### src/verilog/encoder_regs.vh
// Register offsets, field positions, reset values and codes of the encoder control block.
`ifndef ENCODER_REGS_VH
`define ENCODER_REGS_VH
`define CTRL_OFFSET 12'h000
`define VEL_LOW_OFFSET 12'h004
`define VEL_HIGH_OFFSET 12'h008
`define POS_OFFSET 12'h00c
`define INIT_OFFSET 12'h010
`define CTRL_RESET 16'h0000
`define CTRL_WMASK 16'hbf7f
`define UNIT_ON_BIT 15
`define HALT_IDLE_BIT 13
`define INIT_MODE_HI 12
`define INIT_MODE_LO 10
`define MATCH_HI 9
`define MATCH_LO 8
`define PRESCALE_HI 6
`define PRESCALE_LO 4
`define DIR_INV_BIT 3
`define MODE_MOD_RST 3'h7
`define MODE_MOD 3'h6
`define MODE_SECOND 3'h4
`define MODE_FIRST 3'h3
`define MODE_NEXT 3'h2
`define MODE_EVERY 3'h1
`endif

### src/verilog/quad_decoder.v
// Quadrature phase decoder with input synchronisers.
`timescale 1ns/1ps
module quad_decoder (
  input wire clk,
  input wire arst_n,
  input wire phaseA,
  input wire phaseB,
  input wire indexIn,
  output reg aSync,
  output reg bSync,
  output reg idxSync,
  output wire countUp,
  output wire countDown
);
  reg [2:0] meta;
  reg prevA;
  reg prevB;
  // Two-flop synchronisers, then a history stage for edge decode.
  always @(posedge clk or negedge arst_n) begin
    if (!arst_n) begin
      meta <= 3'h0;
      aSync <= 1'b0;
      bSync <= 1'b0;
      idxSync <= 1'b0;
      prevA <= 1'b0;
      prevB <= 1'b0;
    end else begin
      meta <= {indexIn, phaseB, phaseA};
      aSync <= meta[0];
      bSync <= meta[1];
      idxSync <= meta[2];
      prevA <= aSync;
      prevB <= bSync;
    end
  end
  // A leading B counts up, B leading A counts down; double changes are dropped.
  wire chA = aSync ^ prevA;
  wire chB = bSync ^ prevB;
  wire dirUp = (chA & (aSync ^ bSync)) | (chB & ~(aSync ^ bSync));
  assign countUp = (chA ^ chB) & dirUp;
  assign countDown = (chA ^ chB) & ~dirUp;
endmodule // quad_decoder

### src/verilog/prescaler.v
// Power-of-two timer clock prescaler producing a one-cycle enable.
`timescale 1ns/1ps
module prescaler (
  input wire clk,
  input wire arst_n,
  input wire run,
  input wire [2:0] code,
  output wire tick
);
  reg [6:0] count;
  wire [6:0] limit = (7'h01 << code) - 7'h01;
  // Counts 2^code input cycles per enable pulse.
  always @(posedge clk or negedge arst_n) begin
    if (!arst_n) begin
      count <= 7'h00;
    end else if (!run || count >= limit) begin
      count <= 7'h00;
    end else begin
      count <= count + 7'h01;
    end
  end
  assign tick = run && (count >= limit);
endmodule // prescaler

### src/verilog/encoder_control.v
// Quadrature encoder control block with APB registers.
// Function
// Unit-on bit runs interface, registers stay accessible
// Halt-when-idle stops interface during idle
// Codes 111/110 modulo count; 111 index resets
// Code 100 second, 011 first index after home
// Code 010 next index loads; 001 resets
// Code 000 index leaves counter alone
// Index match needs phases equal pattern
// Prescale divides timer clock by 2^n
// Direction-invert makes counters count negative
// Velocity hold 32 bits, two halves, reset zero
// Decode phases into up and down pulses
// Velocity captured atomically into hold register
`timescale 1ns/1ps
`include "encoder_regs.vh"
module encoder_control (
  input wire clk,
  input wire arst_n,
  input wire psel,
  input wire penable,
  input wire pwrite,
  input wire [11:0] paddr,
  input wire [31:0] pwdata,
  output reg [31:0] prdata,
  output wire pready,
  output wire pslverr,
  input wire phaseA,
  input wire phaseB,
  input wire indexIn,
  input wire homeIn,
  input wire idleMode,
  input wire upDownOverride,
  input wire upDownLevel,
  input wire velocityCapture,
  input wire [31:0] moduloLimit,
  output reg [31:0] position,
  output reg [31:0] velocity,
  output wire running
);
  // Register map, one aligned 32-bit word per register.
  // The control word sits at offset 0x000 and keeps its upper half at zero.
  // The low velocity hold half sits at 0x004 and uses data bits 15 to 0.
  // The high velocity hold half sits at 0x008 and uses data bits 15 to 0.
  // The position counter sits at 0x00c and is read only.
  // The init value sits at 0x010 and is a full 32-bit word.
  // Any other address answers with an error and reads as zero.
  //
  // Control word fields.
  // Bit 15 turns the unit on; clearing it freezes the position and velocity counters.
  // Bit 14 is reserved, ignores writes and reads as zero.
  // Bit 13 stops the unit while the device is in its idle state.
  // Bits 12 to 10 pick how index events touch the position counter.
  // Bits 9 and 8 give the phase levels an index event must meet.
  // Bit 9 is the phase B level and bit 8 the phase A level.
  // Bit 7 is reserved, ignores writes and reads as zero.
  // Bits 6 to 4 select the power-of-two timer prescale.
  // Bit 3 inverts the counting direction of all counters.
  // Bits 2 to 0 are stored and read back but drive nothing here.
  //
  // Index modes in short.
  // Code 111 counts modulo and clears the position on every index.
  // Code 110 counts modulo and leaves the position alone on index.
  // Code 101 behaves like code 000 in this block.
  // Code 100 loads the init value on the second index after home.
  // Code 011 loads the init value on the first index after home.
  // Code 010 loads the init value on every index event.
  // Code 001 clears the position on every index event.
  // Code 000 leaves the position alone on index events.
  //
  // Hazards worth knowing.
  // The pins are asynchronous, so every pin but idleMode and moduloLimit passes two flip-flops first.
  // An index pulse is seen once, on its first cycle with a pattern match.
  // A home event only arms the tracker when it is waiting for one.
  // A capture strobe wins over a software write to the hold word.
  // Modulo mode wraps between zero and the modulo limit input.
  //
  // Home tracker states, one-hot.
  localparam HS_WAIT = 3'b001;
  localparam HS_ONE = 3'b010;
  localparam HS_ARMED = 3'b100;
  reg [15:0] control;
  reg [31:0] velocityHold;
  reg [31:0] initValue;
  reg [2:0] homeState;
  reg [2:0] next_homeState;
  reg [1:0] auxMeta;
  reg [1:0] auxSync;
  reg [1:0] extMeta;
  reg [1:0] extSync;
  reg idxPrev;
  reg capPrev;
  reg capSync;
  reg capMeta;
  reg homePrev;
  wire aSync;
  wire bSync;
  wire idxSync;
  wire countUp;
  wire countDown;
  wire tick;
  wire [2:0] mode = control[`INIT_MODE_HI:`INIT_MODE_LO];

  // Index event: first cycle of an index pulse in which the phases equal the match pattern.
  wire idxMatch = ({bSync, aSync} == control[`MATCH_HI:`MATCH_LO]);
  wire indexEvt = running && idxSync && !idxPrev && idxMatch;
  wire homeEvt = running && auxSync[1] && !homePrev;

  wire access = psel && penable;
  wire wr = access && pwrite;
  wire mapped = (paddr == `CTRL_OFFSET) || (paddr == `VEL_LOW_OFFSET) ||
    (paddr == `VEL_HIGH_OFFSET) || (paddr == `POS_OFFSET) || (paddr == `INIT_OFFSET);
  // Interface runs only when on and not halted by idle.
  assign running = control[`UNIT_ON_BIT] &&
    !(control[`HALT_IDLE_BIT] && idleMode);
  assign pready = 1'b1;
  assign pslverr = access && !mapped;

  quad_decoder decode (
    .clk(clk),
    .arst_n(arst_n),
    .phaseA(phaseA),
    .phaseB(phaseB),
    .indexIn(indexIn),
    .aSync(aSync),
    .bSync(bSync),
    .idxSync(idxSync),
    .countUp(countUp),
    .countDown(countDown)
  );

  prescaler divider (
    .clk(clk),
    .arst_n(arst_n),
    .run(running),
    .code(control[`PRESCALE_HI:`PRESCALE_LO]),
    .tick(tick)
  );

  // Synchronises the home, idle-independent direction and capture pins.
  always @(posedge clk or negedge arst_n) begin
    if (!arst_n) begin
      auxMeta <= 2'h0;
      auxSync <= 2'h0;
      extMeta <= 2'h0;
      extSync <= 2'h0;
      capMeta <= 1'b0;
      capSync <= 1'b0;
      capPrev <= 1'b0;
      idxPrev <= 1'b0;
      homePrev <= 1'b0;
    end else begin
      auxMeta <= {homeIn, 1'b0};
      auxSync <= auxMeta;
      extMeta <= {upDownOverride, upDownLevel};
      extSync <= extMeta;
      capMeta <= velocityCapture;
      capSync <= capMeta;
      capPrev <= capSync;
      idxPrev <= indexEvt ? 1'b1 : (idxSync ? idxPrev : 1'b0);
      homePrev <= auxSync[1];
    end
  end

  // Tracks index events after a home event for the first/second modes.
  always @* begin
    next_homeState = homeState;
    case (homeState)
      HS_WAIT: begin
        if (homeEvt) begin
          next_homeState = HS_ONE;
        end
      end
      HS_ONE: begin
        if (indexEvt && mode == `MODE_SECOND) begin
          next_homeState = HS_ARMED;
        end else if (indexEvt) begin
          next_homeState = HS_WAIT;
        end
      end
      HS_ARMED: begin
        if (indexEvt) begin
          next_homeState = HS_WAIT;
        end
      end
      default: begin
        next_homeState = HS_WAIT;
      end
    endcase
  end

  // Load from the init value when the mode's index condition is met.
  wire loadEvt = indexEvt && (
    (mode == `MODE_NEXT) ||
    (mode == `MODE_FIRST && homeState == HS_ONE) ||
    (mode == `MODE_SECOND && homeState == HS_ARMED));
  wire resetEvt = indexEvt &&
    (mode == `MODE_EVERY || mode == `MODE_MOD_RST);
  wire moduloOn = (mode == `MODE_MOD) || (mode == `MODE_MOD_RST);
  // Direction from invert bit unless the external signal overrides.
  wire negDir = extSync[1] ? extSync[0] : control[`DIR_INV_BIT];
  wire stepUp = negDir ? countDown : countUp;
  wire stepDown = negDir ? countUp : countDown;
  wire [31:0] incPos = (moduloOn && position >= moduloLimit) ? 32'h0 : position + 32'h1;
  wire [31:0] decPos = (moduloOn && position == 32'h0) ? moduloLimit : position - 32'h1;

  // Position counter; code 000 leaves it untouched by index events.
  always @(posedge clk or negedge arst_n) begin
    if (!arst_n) begin
      position <= 32'h0;
      homeState <= HS_WAIT;
    end else if (running) begin
      homeState <= next_homeState;
      if (resetEvt) begin
        position <= 32'h0;
      end else if (loadEvt) begin
        position <= initValue;
      end else if (stepUp) begin
        position <= incPos;
      end else if (stepDown) begin
        position <= decPos;
      end
    end
  end

  // Velocity counter advances on prescaled ticks with a pending step.
  reg pendUp;
  reg pendDown;
  always @(posedge clk or negedge arst_n) begin
    if (!arst_n) begin
      velocity <= 32'h0;
      pendUp <= 1'b0;
      pendDown <= 1'b0;
    end else if (running) begin
      if (capSync && !capPrev) begin
        velocity <= 32'h0;
        pendUp <= 1'b0;
        pendDown <= 1'b0;
      end else if (tick) begin
        if (pendUp || stepUp) velocity <= velocity + 32'h1;
        else if (pendDown || stepDown) velocity <= velocity - 32'h1;
        pendUp <= 1'b0;
        pendDown <= 1'b0;
      end else begin
        pendUp <= pendUp | stepUp;
        pendDown <= pendDown | stepDown;
      end
    end
  end

  // Register writes; the whole 32-bit velocity is captured in one edge.
  always @(posedge clk or negedge arst_n) begin
    if (!arst_n) begin
      control <= `CTRL_RESET;
      velocityHold <= 32'h0;
      initValue <= 32'h0;
    end else begin
      if (running && capSync && !capPrev) begin
        velocityHold <= velocity;
      end else if (wr && paddr == `VEL_LOW_OFFSET) begin
        velocityHold[15:0] <= pwdata[15:0];
      end else if (wr && paddr == `VEL_HIGH_OFFSET) begin
        velocityHold[31:16] <= pwdata[15:0];
      end
      if (wr && paddr == `CTRL_OFFSET) begin
        control <= pwdata[15:0] & `CTRL_WMASK;
      end
      if (wr && paddr == `INIT_OFFSET) begin
        initValue <= pwdata;
      end
    end
  end

  // Read data registered at the setup phase.
  always @(posedge clk or negedge arst_n) begin
    if (!arst_n) begin
      prdata <= 32'h0;
    end else if (psel && !penable && !pwrite) begin
      if (paddr == `CTRL_OFFSET) begin
        prdata <= {16'h0, control};
      end else if (paddr == `VEL_LOW_OFFSET) begin
        prdata <= {16'h0, velocityHold[15:0]};
      end else if (paddr == `VEL_HIGH_OFFSET) begin
        prdata <= {16'h0, velocityHold[31:16]};
      end else if (paddr == `POS_OFFSET) begin
        prdata <= position;
      end else if (paddr == `INIT_OFFSET) begin
        prdata <= initValue;
      end else begin
        prdata <= 32'h0;
      end
    end
  end
endmodule // encoder_control

### config.mk
export PLATFORM = sky130hd
export DESIGN_NAME = encoder_control
export DESIGN_NICKNAME = d
export VERILOG_FILES = /design/src/verilog/quad_decoder.v /design/src/verilog/prescaler.v /design/src/verilog/encoder_control.v
export VERILOG_INCLUDE_DIRS = /design/src /design/src/verilog
export SDC_FILE = /design/constraint.sdc
export NUM_CORES = 1
export LEC_CHECK = 0
export ABC_AREA = 1
export BUFFER_PORTS_ARGS = -buffer_cell sky130_fd_sc_hd__buf_2
export CAP_MARGIN = 20
export CORE_MARGIN = 8
export CORE_UTILIZATION = 54
export DETAILED_ROUTE_END_ITERATION = 10
export PLACE_DENSITY = 0.78
export SYNTH_ARGS = -nofsm -noshare
export SYNTH_HDL_FRONTEND = slang
export SYNTH_HIERARCHICAL = 1
export SYNTH_SLANG_ARGS = --single-unit
### constraint.sdc
create_clock -name clk -period 3.2 [get_ports clk]
set_input_delay 0.16 -clock clk [delete_from_list [all_inputs] [get_ports clk]]
set_output_delay 0.16 -clock clk [all_outputs]
set_load 0.005 [all_outputs]
=== Word level (Yosys, flattened, before mapping) ===
Cells that the tools add are included.

* Word-level logic and storage cells: 155
* Input port bits: 89
* Register bits after elaboration: 205
* Output and inout bits: 99

* Magnitude comparators: 2
* Equality and inequality tests: 17
* Reductions and logical operators: 57
* Bitwise operators: 13
* Shift-type cells: 1
* Muxes and demuxes: 33
* Add/sub/neg operators: 6

{| class="wikitable"
|+ Operators by type and width
! kind !! number
|-
| $mux W32 || 16
|-
| $add A32 B1 Y32 const B || 2
|-
| $sub A32 B1 Y32 const B || 2
|-
| $mux W16 || 3
|-
| $ge A32 B32 Y1 || 1
|-
| $logic_not A32 Y1 || 1
|-
| $logic_and A1 B1 Y1 || 27
|-
| $eq A12 B4 Y1 const B || 2
|-
| $eq A12 B3 Y1 const B || 1
|-
| $eq A12 B5 Y1 const B || 1
|-
| $eq A3 B3 Y1 const B || 4
|-
| $logic_not A12 Y1 || 1
|-
| $logic_or A1 B1 Y1 || 11
|-
| $eq A3 B2 Y1 const B || 3
|-
| $mux W1 || 9
|-
| $mux W3 || 3
|-
| $pmux W3 S3 || 1
|-
| $logic_not A1 Y1 || 8
|-
| $add A7 B1 Y7 const B || 1
|-
| $ge A7 B7 Y1 || 1
|-
| $mux W7 || 1
|-
| $shl A1 B3 Y7 const A || 1
|-
| $sub A7 B1 Y7 const B || 1
|-
| $eq A3 B1 Y1 const B || 2
|-
| 11 further kinds || 26
|}

=== Logic depth before layout (Yosys ltp) ===
Gate-level depths: netlist of the first run.

* Depth in word-level cells: 12
* Gate-level depth with buffers: 22
* Depth with buffers taken out: 22

=== Cells and area by module ===
Netlist of the first run, hierarchy kept.

{| class="wikitable"
|+ Modules (own cells, without submodules)
! module !! cells an instance !! seq. area each (um^2) !! instances !! area an instance (um^2)
|-
| encoder_control || 1947 || 4755.8 || 1 || 13710.6
|-
| prescaler || 73 || 175.2 || 1 || 546.8
|-
| quad_decoder || 40 || 200.2 || 1 || 320.3
|}

=== Worst setup path before layout of the first run ===
OpenSTA, ideal clock, no wires.

* Kind: register -> register
* From: register decode.aSync
* To: register velocity[18]
* Data required time: 3083 ps
* Cell stages (with the launch flop): 21
* Library setup time: 117 ps
* Data arrival time: 3297 ps
* Clock period less this slack: 3414 ps
* Path slack: -214 ps
* Buffers on the path: 0
* Cells stage by stage: dfrtp_1 inv_2 nand2_1 nand2_1 nand2_1 nand2_1 nor2_1 inv_1 o21ai_2 nor2_2 fa_1 nand3_1 nand3_1 a21oi_1 o21bai_1 nand2_1 nand2_1 a21boi_0 or2_2 nand3_1 nand2_1

* Longest elaborated chain between the ends: 11
* Elaborated cells on any way between the ends: 19
* Those cells by class: mux: 5; bitwise: 10; reduce/logical: 4

{| class="wikitable"
|+ Ends and longest elaborated chain
! item !! line !! RTL
|-
| start, declared || quad_decoder.v:9 || <nowiki>output reg aSync,</nowiki>
|-
| start signal, assigned || quad_decoder.v:29 || <nowiki>aSync <= meta[0];</nowiki>
|-
| $xor A1 B1 Y1 || quad_decoder.v:39 || <nowiki>wire dirUp = (chA & (aSync ^ bSync)) | (chB & ~(aSync ^ bSync));</nowiki>
|-
| $not A1 Y1 || quad_decoder.v:39 ||
|-
| $and A1 B1 Y1 || quad_decoder.v:39 ||
|-
| $or A1 B1 Y1 || quad_decoder.v:39 ||
|-
| $not A1 Y1 || quad_decoder.v:41 || <nowiki>assign countDown = (chA ^ chB) & ~dirUp;</nowiki>
|-
| $and A1 B1 Y1 (*) || quad_decoder.v:41 ||
|-
| net countDown || encoder_control.v:100 || <nowiki>wire countDown;</nowiki>
|-
| $mux W1 || encoder_control.v:202 || <nowiki>wire stepUp = negDir ? countDown : countUp;</nowiki>
|-
| $logic_or A1 B1 Y1 || encoder_control.v:240 || <nowiki>if (pendUp || stepUp) velocity <= velocity + 32'h1;</nowiki>
|-
| $mux W32 || encoder_control.v:240 ||
|-
| $mux W32 || encoder_control.v:239 || <nowiki>end else if (tick) begin</nowiki>
|-
| $mux W32 || encoder_control.v:235 || <nowiki>if (capSync && !capPrev) begin</nowiki>
|-
| end signal, assigned || encoder_control.v:240 ||
|-
| end signal, assigned || encoder_control.v:241 || <nowiki>else if (pendDown || stepDown) velocity <= velocity - 32'h1;</nowiki>
|-
| end, declared || encoder_control.v:38 || <nowiki>output reg [31:0] velocity,</nowiki>
|}

Mark *: on every way through the listed nets, which the timed path passes. The rest lies on a longest branch. The select of a mux whose other input is x is not followed.
A chain may end at the register's enable or synchronous reset.

=== Worst setup path in the final report of the first run ===
* From: register decode.aSync
* To: register velocity[29]

Same word-level chain as after synthesis.

==> results of run 1 <==
==> worst paths after layout <==
path,startpoint,end,cells after the start
worst max-delay path,decode/aSync,velocity[29],17
min in group asynchronous,arst_n,homePrev,2
worst min register to register,decode/meta[2],decode/idxSync,0
max in group asynchronous,arst_n,position[17],3
worst max register to register,decode/aSync,velocity[29],17
worst min-delay path,moduloLimit[5],position[5],5
==> Yosys cell counts, drive strengths merged, types with 3 or more instances <==
master | count | area (um^2)
nand2 | 582 | 2200
nor2 | 232 | 906
inv | 221 | 832
dfrtp | 204 | 5100
o21ai | 172 | 868
a21oi | 109 | 549
nand3 | 103 | 536
ha | 73 | 913
buf | 49 | 302
xor2 | 42 | 368
nand4 | 41 | 284
o211ai | 41 | 308
clkbuf | 35 | 131
nor3 | 28 | 173
mux2 | 18 | 210
o22ai | 17 | 106
o221ai | 16 | 140
xnor2 | 13 | 114
nor4 | 10 | 68.8
o41ai | 8 | 70.1
o21bai | 7 | 52.6
or2 | 7 | 43.8
a31oi | 6 | 67.6
nand3b | 6 | 45.0
a21o | 5 | 37.5
a21boi | 3 | 22.5
o21a | 3 | 22.5
==> state kept, by name, indices dropped and copies added, names as in the netlist, 2 cells and up <==
signal	flops
initValue	32
position	32
prdata	32
velocityHold	32
velocity	32
control	14
divider/count	7
decode/meta	3
homeState	3
extMeta	2
extSync	2
==> tightest hold or removal path, cell delays in order <==
cell     delay [ps]
buf_2            90
o21ai_0          80
nand2_1          80
o21ai_0          90
nand2_1          60
==> what timing repair did <==
action / in CTS / in global routing
hold endpoints to repair: 108 / 0
pin swaps: 1 / 4
hold buffers: 40 / 0
resized for setup: 3 / 50
cloned: 1 / 3
buffers inserted: 0 / 3
setup endpoints to repair: 3 / 18
==> layer usage <==
layer / vias up / GRT usage (%) / part of all wire, %
met3: 175 / 4.05 / 8.1
met5: - / 0 / 0.026
met1: 7378 / 37.5 / 40
met4: 2 / 12.9 / 5.1
li1: 7248 / - / -
met2: 825 / 48.6 / 47
==> cell type report <==
| type | instances | area (um^2) | share of cell area, % |
|---|---|---|---|
| Inverter | 221 | 832 | 4.80 |
| Multi-Input combinational cell | 1552 | 8460 | 48.8 |
| Sequential cell | 205 | 5130 | 29.6 |
| Timing Repair Buffer | 268 | 1730 | 9.97 |
| Antenna cell | 1 | 2.50 | 0.0144 |
| Clock buffer | 30 | 652 | 3.76 |
| Clock inverter | 8 | 96.3 | 0.556 |
| Tap cell | 341 | 427 | 2.46 |
==> where the power goes <==
| group | leakage [nW] | switching [mW] | total [mW] | internal [mW] |
|---|---|---|---|---|
| registers | 2.73 | 0.0195 | 2.63 | 2.61 |
| logic | 5.94 | 0.674 | 1.08 | 0.403 |
| clock network | 0.370 | 1.08 | 2.66 | 1.59 |
==> cell usage in the layout (no fill, tap or decap), types with 11 or more instances in the layout <==
| master | n |
|---|---|
| nand3_1 | 97 |
| nand2_1 | 571 |
| nor3_1 | 22 |
| o221ai_1 | 16 |
| o21ai_1 | 18 |
| nor2_2 | 17 |
| dlygate4sd3_1 | 40 |
| inv_1 | 212 |
| buf_4 | 37 |
| nand4_1 | 38 |
| nand2_2 | 11 |
| xor2_1 | 42 |
| ha_1 | 60 |
| o211ai_1 | 41 |
| a21oi_1 | 101 |
| o22ai_1 | 17 |
| buf_2 | 185 |
| clkbuf_16 | 25 |
| nor2_1 | 214 |
| xnor2_1 | 13 |
| o21ai_0 | 151 |
| mux2_2 | 12 |
| dfrtp_1 | 202 |
| ha_4 | 11 |
==> through the flow <==
step	utilization (%)	hold slack, ps	worst slack, ps
floorplan	-	-136	143
global placement	59.2	176	83.9
detailed placement	59.2	175	-31.5
CTS	63.6	62.2	13.5
global route	64.8	116	-112
finish	64.8	76.6	57.5
==> cell families after synthesis <==
| kind of cell | Yosys count |
|---|---|
| flops | 205 |
| mux | 18 |
| fa+ha+maj | 74 |
| compound gates | 392 |
| other cells | 1 |
| buf+inv | 305 |
| simple gates | 1010 |
| xor+xnor | 55 |
==> run metrics, run 1 <==
Seq cells post-synth slightly above 200; Post-Synth XOR/XNOR Area under 10%; Synth Area in Compound Gates ~16%; mux contribution to synthesized area 1.44%; Least-Margin Pin Slew around 1100 ps; RSZ-0062 raised after global routing yes; status finished, final reports clean; first-iteration detailed-routing DRC count 1763; Buf/Inv on CP 4; Hold Fails Final Rpt 0; placed instance area 15800 um^2; Setup CP Type reg -> reg; FFs w/ async S/R, synth 100%; detailed-placement wirelength estimate 37300 um; Clock Tree Buf Depth 3; largest net degree at the start of global routing between 70 and 80; setup TNS 0 ps; Total Wirelength 50100 um; Period Utilization, post-route a little over nine tenths; Core Area approximately 27000 um^2; Synth Flop Type dfrtp_1; share of the yosys chip area belonging to registers a little over a third; Initial Util between 50% and 60%; root buf cell clkbuf_16; layout filler cell count 2305; vias in the first global route 14856; worst-path maximum fanout 11; layout cells sized above 1 between 10% and 20%; drt drc 0; WL/cell between 15 and 20 um; TritonCTS clock tree yes; Area Growth Syn to Fin 18.9%; Crit path largest cell delay 430 ps; initial antenna violation count 2; IO buf count between 150 and 200; clock tree sinks ~200; ANT nets after route 0; min-delay worst type in -> reg; IO Pins 188; P per Cell Area between 300 and 400 nW/um^2; Total GRT Usage between 20% and 30%; Final Cell Area about 17000 um^2; crit path time final around 3100 ps; Worst EP arrival between 3000 and 4000 ps; Initial DRT Pass Iterations 5; routed vias between 15000 and 20000; DIE AREA roughly 33000 um^2; Fin Clk Skew about 12 ps; number of synthesized flops with an enable pin 0; r2r setup slk approximately 57 ps; CP required 3590 ps; total grt overflow 0; post-synthesis simple-gate area fraction about 29%; Vias/cell between 5 and 6; Startpoint Class register; Pleak around 9 nW; nets 2434; first-pass GRT wire length ~80000 um; Synth Instances around 2100; Rel. slew slack 28.8%; # rows 60; Max-Cap Viols 0; Post-Synth Adder-Cell Area under 10%; # placed instances 2540; Worst path slowest cell dfrtp_2; Final GP Congestion about 1.0; Ys Warns 6; Die X around 180 um; number of buffers created by CTS 23; final setup fails 0; largest family of logic cells by synthesized area simple AND/OR/NAND/NOR gates; CP dominant cell by count nand2_1; syn avg cell area around 7 um^2; Design Power between 6 and 7 mW; Setup crit end kind register; Worst-Skew Late Latency 520 ps; H-tree depth 1; Post-Layout Cell Count around 2600; distinct cell type count after synthesis 56; worst path cell trace inv_2 -> nand2_1 -> nand2_1 -> nand2_1 -> nand2_1 -> nor2_2 -> inv_1 -> o21ai_4 -> nor2_4 -> clkbuf_16 -> ha_1 -> nand2_1 -> inv_1 -> nand4_1 -> nand3b_1 -> a21oi_1 -> o21ai_0; Cell Area, Synth 14600 um^2; fmax 318 MHz; VDD IR max ~420 uV; syn_nets 2223; Final Max Tran Viols 0; Reg clk slew, reported paths 60 ps; CP top delay family simple AND/OR/NAND/NOR gates; chip height 180 um
No activity file was read; power rests on OpenSTA's default activity.
==> run 2, diff against run 1 <==
--- a/config.mk
+++ b/config.mk
@@ -9,10 +9,12 @@
 export ABC_AREA = 1
 export BUFFER_PORTS_ARGS = -buffer_cell sky130_fd_sc_hd__buf_2
 export CAP_MARGIN = 20
+export CELL_PAD_IN_SITES_DETAIL_PLACEMENT = 0
+export CELL_PAD_IN_SITES_GLOBAL_PLACEMENT = 1
 export CORE_MARGIN = 8
-export CORE_UTILIZATION = 54
+export CORE_UTILIZATION = 39
 export DETAILED_ROUTE_END_ITERATION = 10
-export PLACE_DENSITY = 0.78
+export PLACE_DENSITY_LB_ADDON = 0.1
 export SYNTH_ARGS = -nofsm -noshare
 export SYNTH_HDL_FRONTEND = slang
 export SYNTH_HIERARCHICAL = 1
==> run metrics, run 2 (synthesis gave the netlist of run 1 again) <==
status finished, final reports clean; Post-Layout Cell Count about 2800; initial antenna violation count 3; Vias/cell around 5.3; most common cell after layout, fill and taps aside nand2_1; Least-Margin Pin Slew around 1100 ps; DIE AREA approximately 44000 um^2; worst path cell trace inv_2 -> nand2_1 -> nand2_1 -> nor2_1 -> nor2_2 -> inv_1 -> o21ai_4 -> nor2_4 -> buf_12 -> clkbuf_16 -> ha_2 -> nand2_1 -> nor2_1 -> inv_1 -> nor2_2 -> nand4_1 -> nand3_2 -> nand2_1 -> nand2_1 -> o21ai_0; Crit Reg-Reg Startpoint decode/aSync; Total GRT Usage 24.6%; hold_ws 45.2 ps; fmax ~330 MHz; Setup CP Type reg -> reg; Rel. slew slack between 20% and 30%; CP dominant cell by count nand2_1; vias in the first global route roughly 15000; clock tree sinks roughly 200; IO Pins roughly 190; Crit path largest cell delay about 450 ps; r2r setup slk about 160 ps; detailed-placement wirelength estimate roughly 43000 um; layout cells sized above 1 a little under a fifth; Setup crit end kind register; layout filler cell count approximately 3800; H-tree depth 1; Hold Fails Final Rpt 0; Design Power 7.04 mW; RR Endpoint velocity[26]; Final Max Tran Viols 0; chip height approximately 210 um; first-pass GRT wire length 86100 um; crit path time final around 3000 ps; Initial Util between 30% and 40%; Initial DRT Pass Iterations 5; routed vias 14867; Max-Cap Viols 0; Period Utilization, post-route 94.8%; P per Cell Area around 390 nW/um^2; nets roughly 2500; VDD IR max about 340 uV; Fin Clk Skew ~22 ps; Area Growth Syn to Fin 23.9%; RSZ-0062 raised after global routing yes; # placed instances between 2000 and 3000; largest net degree at the start of global routing 89; IO buf count about 190; Die X 209 um; CP required roughly 3600 ps; Worst-Skew Late Latency 560 ps; Worst path slowest cell dfrtp_2; # rows ~70; placed instance area around 16000 um^2; Clock Tree Buf Depth 3; Final GP Congestion just over 0.9; final setup fails 0; commonest non-fill, non-tap cells in the layout nand2_1 (567), inv_1 (210), nor2_1 (209), dfrtp_1 (202), buf_2 (185); WL/cell 20.0 um; drt drc 0; ANT nets after route 0; Startpoint Class register; Worst Setup EP velocity[26]; worst-path maximum fanout 11; Final Cell Area approximately 18000 um^2; TritonCTS clock tree yes; worst r2r path cells 20; number of buffers created by CTS 25; setup TNS 0 ps; total grt overflow 0; Reg clk slew, reported paths 70 ps; first-iteration detailed-routing DRC count between 900 and 1000; Core Area 37200 um^2; Total Wirelength between 50000 and 60000 um; Worst EP arrival around 3500 ps; Pleak 9.28 nW; CP Launch Point decode/aSync; min-delay worst type in -> reg; root buf cell clkbuf_16
run 2: changes by cell type in the layout (fill, tap and decap cells not counted), sizes merged:
cell / delta
buf: +25
clkbuf: +4
bufinv: +3
clkinvlp: -1
diode: +1
inv: +1
nor2: -1
run 2: worst min-delay path by stage:
| stage | from | cells past startpoint | end |
|---|---|---|---|
| detailed placement | arst_n | 1 | position[1] |
| global route | moduloLimit[3] | 5 | position[3] |
| floorplan | arst_n | 0 | auxMeta[1] |
| global placement | arst_n | 1 | position[2] |
| finish | moduloLimit[3] | 5 | position[3] |
| CTS | moduloLimit[3] | 5 | position[3] |
run 2: stage by stage:
step                      util (%)  setup WS, ps
after floorplan                  -           143
after global placement        43.3          39.5
after detailed placement      43.3         -18.7
after CTS                     47.0          11.0
after global routing          48.5         -83.0
final                         48.5           165
run 2: layer usage:
metal / vias up / routed length (um) / track usage (%)
li1: 7291 / - / -
met1: 7117 / 24600 / 32.0
met2: 378 / 27100 / 42.4
met3: 79 / 2480 / 2.91
met4: 2 / 1600 / 7.27
met5: - / 15 / 0
run 2: cell type report:
class / instances / area, um^2 / area share (%)
Antenna cell: 2 / 5.00 / 0.0277
Tap cell: 474 / 593 / 3.28
Timing Repair Buffer: 292 / 1910 / 10.6
Multi-Input combinational cell: 1551 / 8650 / 47.9
Inverter: 221 / 832 / 4.61
Clock inverter: 11 / 201 / 1.12
Clock buffer: 35 / 733 / 4.06
Sequential cell: 205 / 5130 / 28.4
run 2: worst max-delay path, delay by kind of cell (launching register included):
family          cells  cell delay [ps]
buf+inv             5              610
fa+ha+maj           1              380
simple gates       12             1190
compound gates      2              290
flops               1              450
run 2: report_power, final:
group	total (mW)	switching, mW	internal [mW]
registers	2.63	0.0184	2.61
logic	1.18	0.709	0.471
clock network	3.23	1.22	2.01
total	7.04	1.95	5.10
run 2: what timing repair did:
| item | CTS | global route |
|---|---|---|
| hold endpoints to repair | 164 | 0 |
| resized for setup | 4 | 96 |
| gates cloned | 1 | 2 |
| setup buffers | 2 | 7 |
| hold buffers | 40 | 0 |
| endpoints found under the setup margin | 7 | 20 |
| pin swaps | 2 | 14 |
==> run 3, diff against run 2 <==
--- a/config.mk
+++ b/config.mk
@@ -14,7 +14,9 @@
 export CORE_MARGIN = 8
 export CORE_UTILIZATION = 39
 export DETAILED_ROUTE_END_ITERATION = 10
+export MAX_ROUTING_LAYER = met4
 export PLACE_DENSITY_LB_ADDON = 0.1
+export SKIP_LAST_GASP = 1
 export SYNTH_ARGS = -nofsm -noshare
 export SYNTH_HDL_FRONTEND = slang
 export SYNTH_HIERARCHICAL = 1
==> run metrics, run 3 (synthesis gave the netlist of run 1 again) <==
Final Max Tran Viols 0; setup ws final 132 ps; Total GRT Usage 25.4%; routed vias ~15000; TritonCTS clock tree yes; Max-Cap Viols 0; r2r setup slk between 100 and 150 ps; Least-Margin Pin Slew between 900 and 1000 ps; Rel. slew slack between 30% and 40%; number of buffers created by CTS 25; Hold Fails Final Rpt 0; status finished, final reports clean; Initial DRT Pass Iterations 5; largest net degree at the start of global routing between 80 and 90; commonest non-fill, non-tap cells in the layout nand2_1 (568), nor2_1 (212), inv_1 (210), dfrtp_1 (202), buf_2 (185); Storage cell area about 5000 um^2; layout cells sized above 1 about a fifth; first-iteration detailed-routing DRC count 1134; RSZ-0062 raised after global routing yes; Fin Clk Skew 18.6 ps; Worst EP arrival roughly 3500 ps; IO buf count around 190; pre-CTS setup slack -9.25 ps; IO Pins between 150 and 200; ANT nets after route 0; Reg clk slew, reported paths approximately 60 ps; chip height 209 um; Crit path largest cell delay roughly 430 ps; fmax 326 MHz; P per Cell Area approximately 380 nW/um^2; min-delay worst type in -> reg; Core Area around 37000 um^2; Total Wirelength ~56000 um; RR Endpoint velocity[31]; final setup fails 0; Initial Util between 30 and 40%; total grt overflow 0; Setup crit end kind register; CP top delay family simple AND/OR/NAND/NOR gates; area of the multi-input gates around 8700 um^2; drt drc 0; CP required roughly 3600 ps; Pleak between 9 and 10 nW; first-pass GRT wire length about 86000 um; root buf cell clkbuf_16; worst hold start moduloLimit[3]; Clock Tree Buf Depth 3; vias in the first global route ~15000; DIE AREA around 44000 um^2; # placed instances 2693; worst path cell trace inv_2 -> nand2_1 -> nand2_1 -> nand2_1 -> nand2_1 -> nor2_2 -> inv_2 -> o21ai_4 -> nor2_4 -> buf_12 -> clkbuf_16 -> ha_2 -> nand2_1 -> nor2_1 -> inv_1 -> nor4_4 -> nand3_1 -> a21oi_1 -> o21ai_0; Buf/Inv on CP 5; Die X around 210 um; worst-path maximum fanout 11; most common cell after layout, fill and taps aside nand2_1; Setup CP Type reg -> reg; clock tree sinks around 210; initial antenna violation count 3; Period Utilization, post-route a little over nine tenths; VDD IR max approximately 350 uV; Vias/cell around 5.3; H-tree depth 1; # rows 71; Post-Layout Cell Count between 2000 and 3000; worst hold path depth 5; layout filler cell count 3776; Crit Reg-Reg Startpoint decode/bSync; crit path time final 3070 ps; detailed-placement wirelength estimate around 43000 um; Worst path slowest cell dfrtp_2; Area Growth Syn to Fin 24.3%; nets 2468; WL/cell a little under 20 um; worst r2r path cells 19; Min-Delay Endpoint position[3]; Final GP Congestion approximately 0.94; CP dominant cell by count nand2_1; Worst-Skew Late Latency between 500 and 600 ps; Startpoint Class register
==> run 3: report_power, final <==
| group | total [mW] | internal (mW) | switching [mW] |
|---|---|---|---|
| sequential | 2.63 | 2.61 | 0.0185 |
| clock | 3.10 | 1.91 | 1.18 |
| combinational | 1.20 | 0.494 | 0.710 |
==> run 3: how the worst max path moves through the flow <==
stage | start | to | slack (ps) | cells after the start
6_report | decode/bSync | velocity[31] | 130 | 19
5_1_grt | decode/aSync | velocity[25] | -60 | 23
4_1_cts | decode/aSync | velocity[29] | 6 | 19
3_5_place_dp | decode/bSync | velocity[23] | -9 | 21
3_3_place_gp | decode/bSync | velocity[19] | 60 | 20
2_1_floorplan | decode/aSync | velocity[18] | 140 | 20
==> run 3: layout make-up <==
cell class | instances | area share (%)
Inverter | 221 | 4.59
Timing Repair Buffer | 301 | 11.1
Tap cell | 474 | 3.27
Clock inverter | 10 | 1.06
Multi-Input combinational cell | 1551 | 47.8
Clock buffer | 34 | 3.80
Sequential cell | 205 | 28.3
Antenna cell | 3 | 0.0414
==> run 3: worst min-delay path, delay by kind of cell <==
family | cells | cell delay [ps]
compound gates | 2 | 190
buf+inv | 1 | 100
simple gates | 2 | 120
==> run 3: what timing repair did <==
| action | 4_1_cts | 5_1_grt |
|---|---|---|
| gates resized for setup | 3 | 97 |
| hold buffers | 40 | 0 |
| pin swaps | 1 | 18 |
| buffers inserted | 0 | 16 |
| cloned | 1 | 1 |
| endpoints found under the hold margin | 141 | 0 |
| setup endpoints to repair | 5 | 22 |
==> run 3: routing by layer <==
layer	up-vias	share of wire, %	global-route usage [%]
li1	7301	-	-
met1	7025	44	32.5
met2	409	48	42.0
met3	85	4.6	2.88
met4	0	3.1	7.85
met5	-	0	-
==> run 3: metrics by stage <==
step	utilization (%)	hold slack (ps)	power, mW	cell area (um^2)	setup TNS [ps]
2_1_floorplan	-	-136	3.23	14600	0
3_3_place_gp	43.4	133	3.61	16100	0
3_5_place_dp	43.4	138	3.61	16100	-17.8
4_1_cts	46.9	22.0	6.79	17500	0
5_1_grt	48.7	97.8	7.23	18100	-258
6_report	48.7	51.2	6.93	18100	0
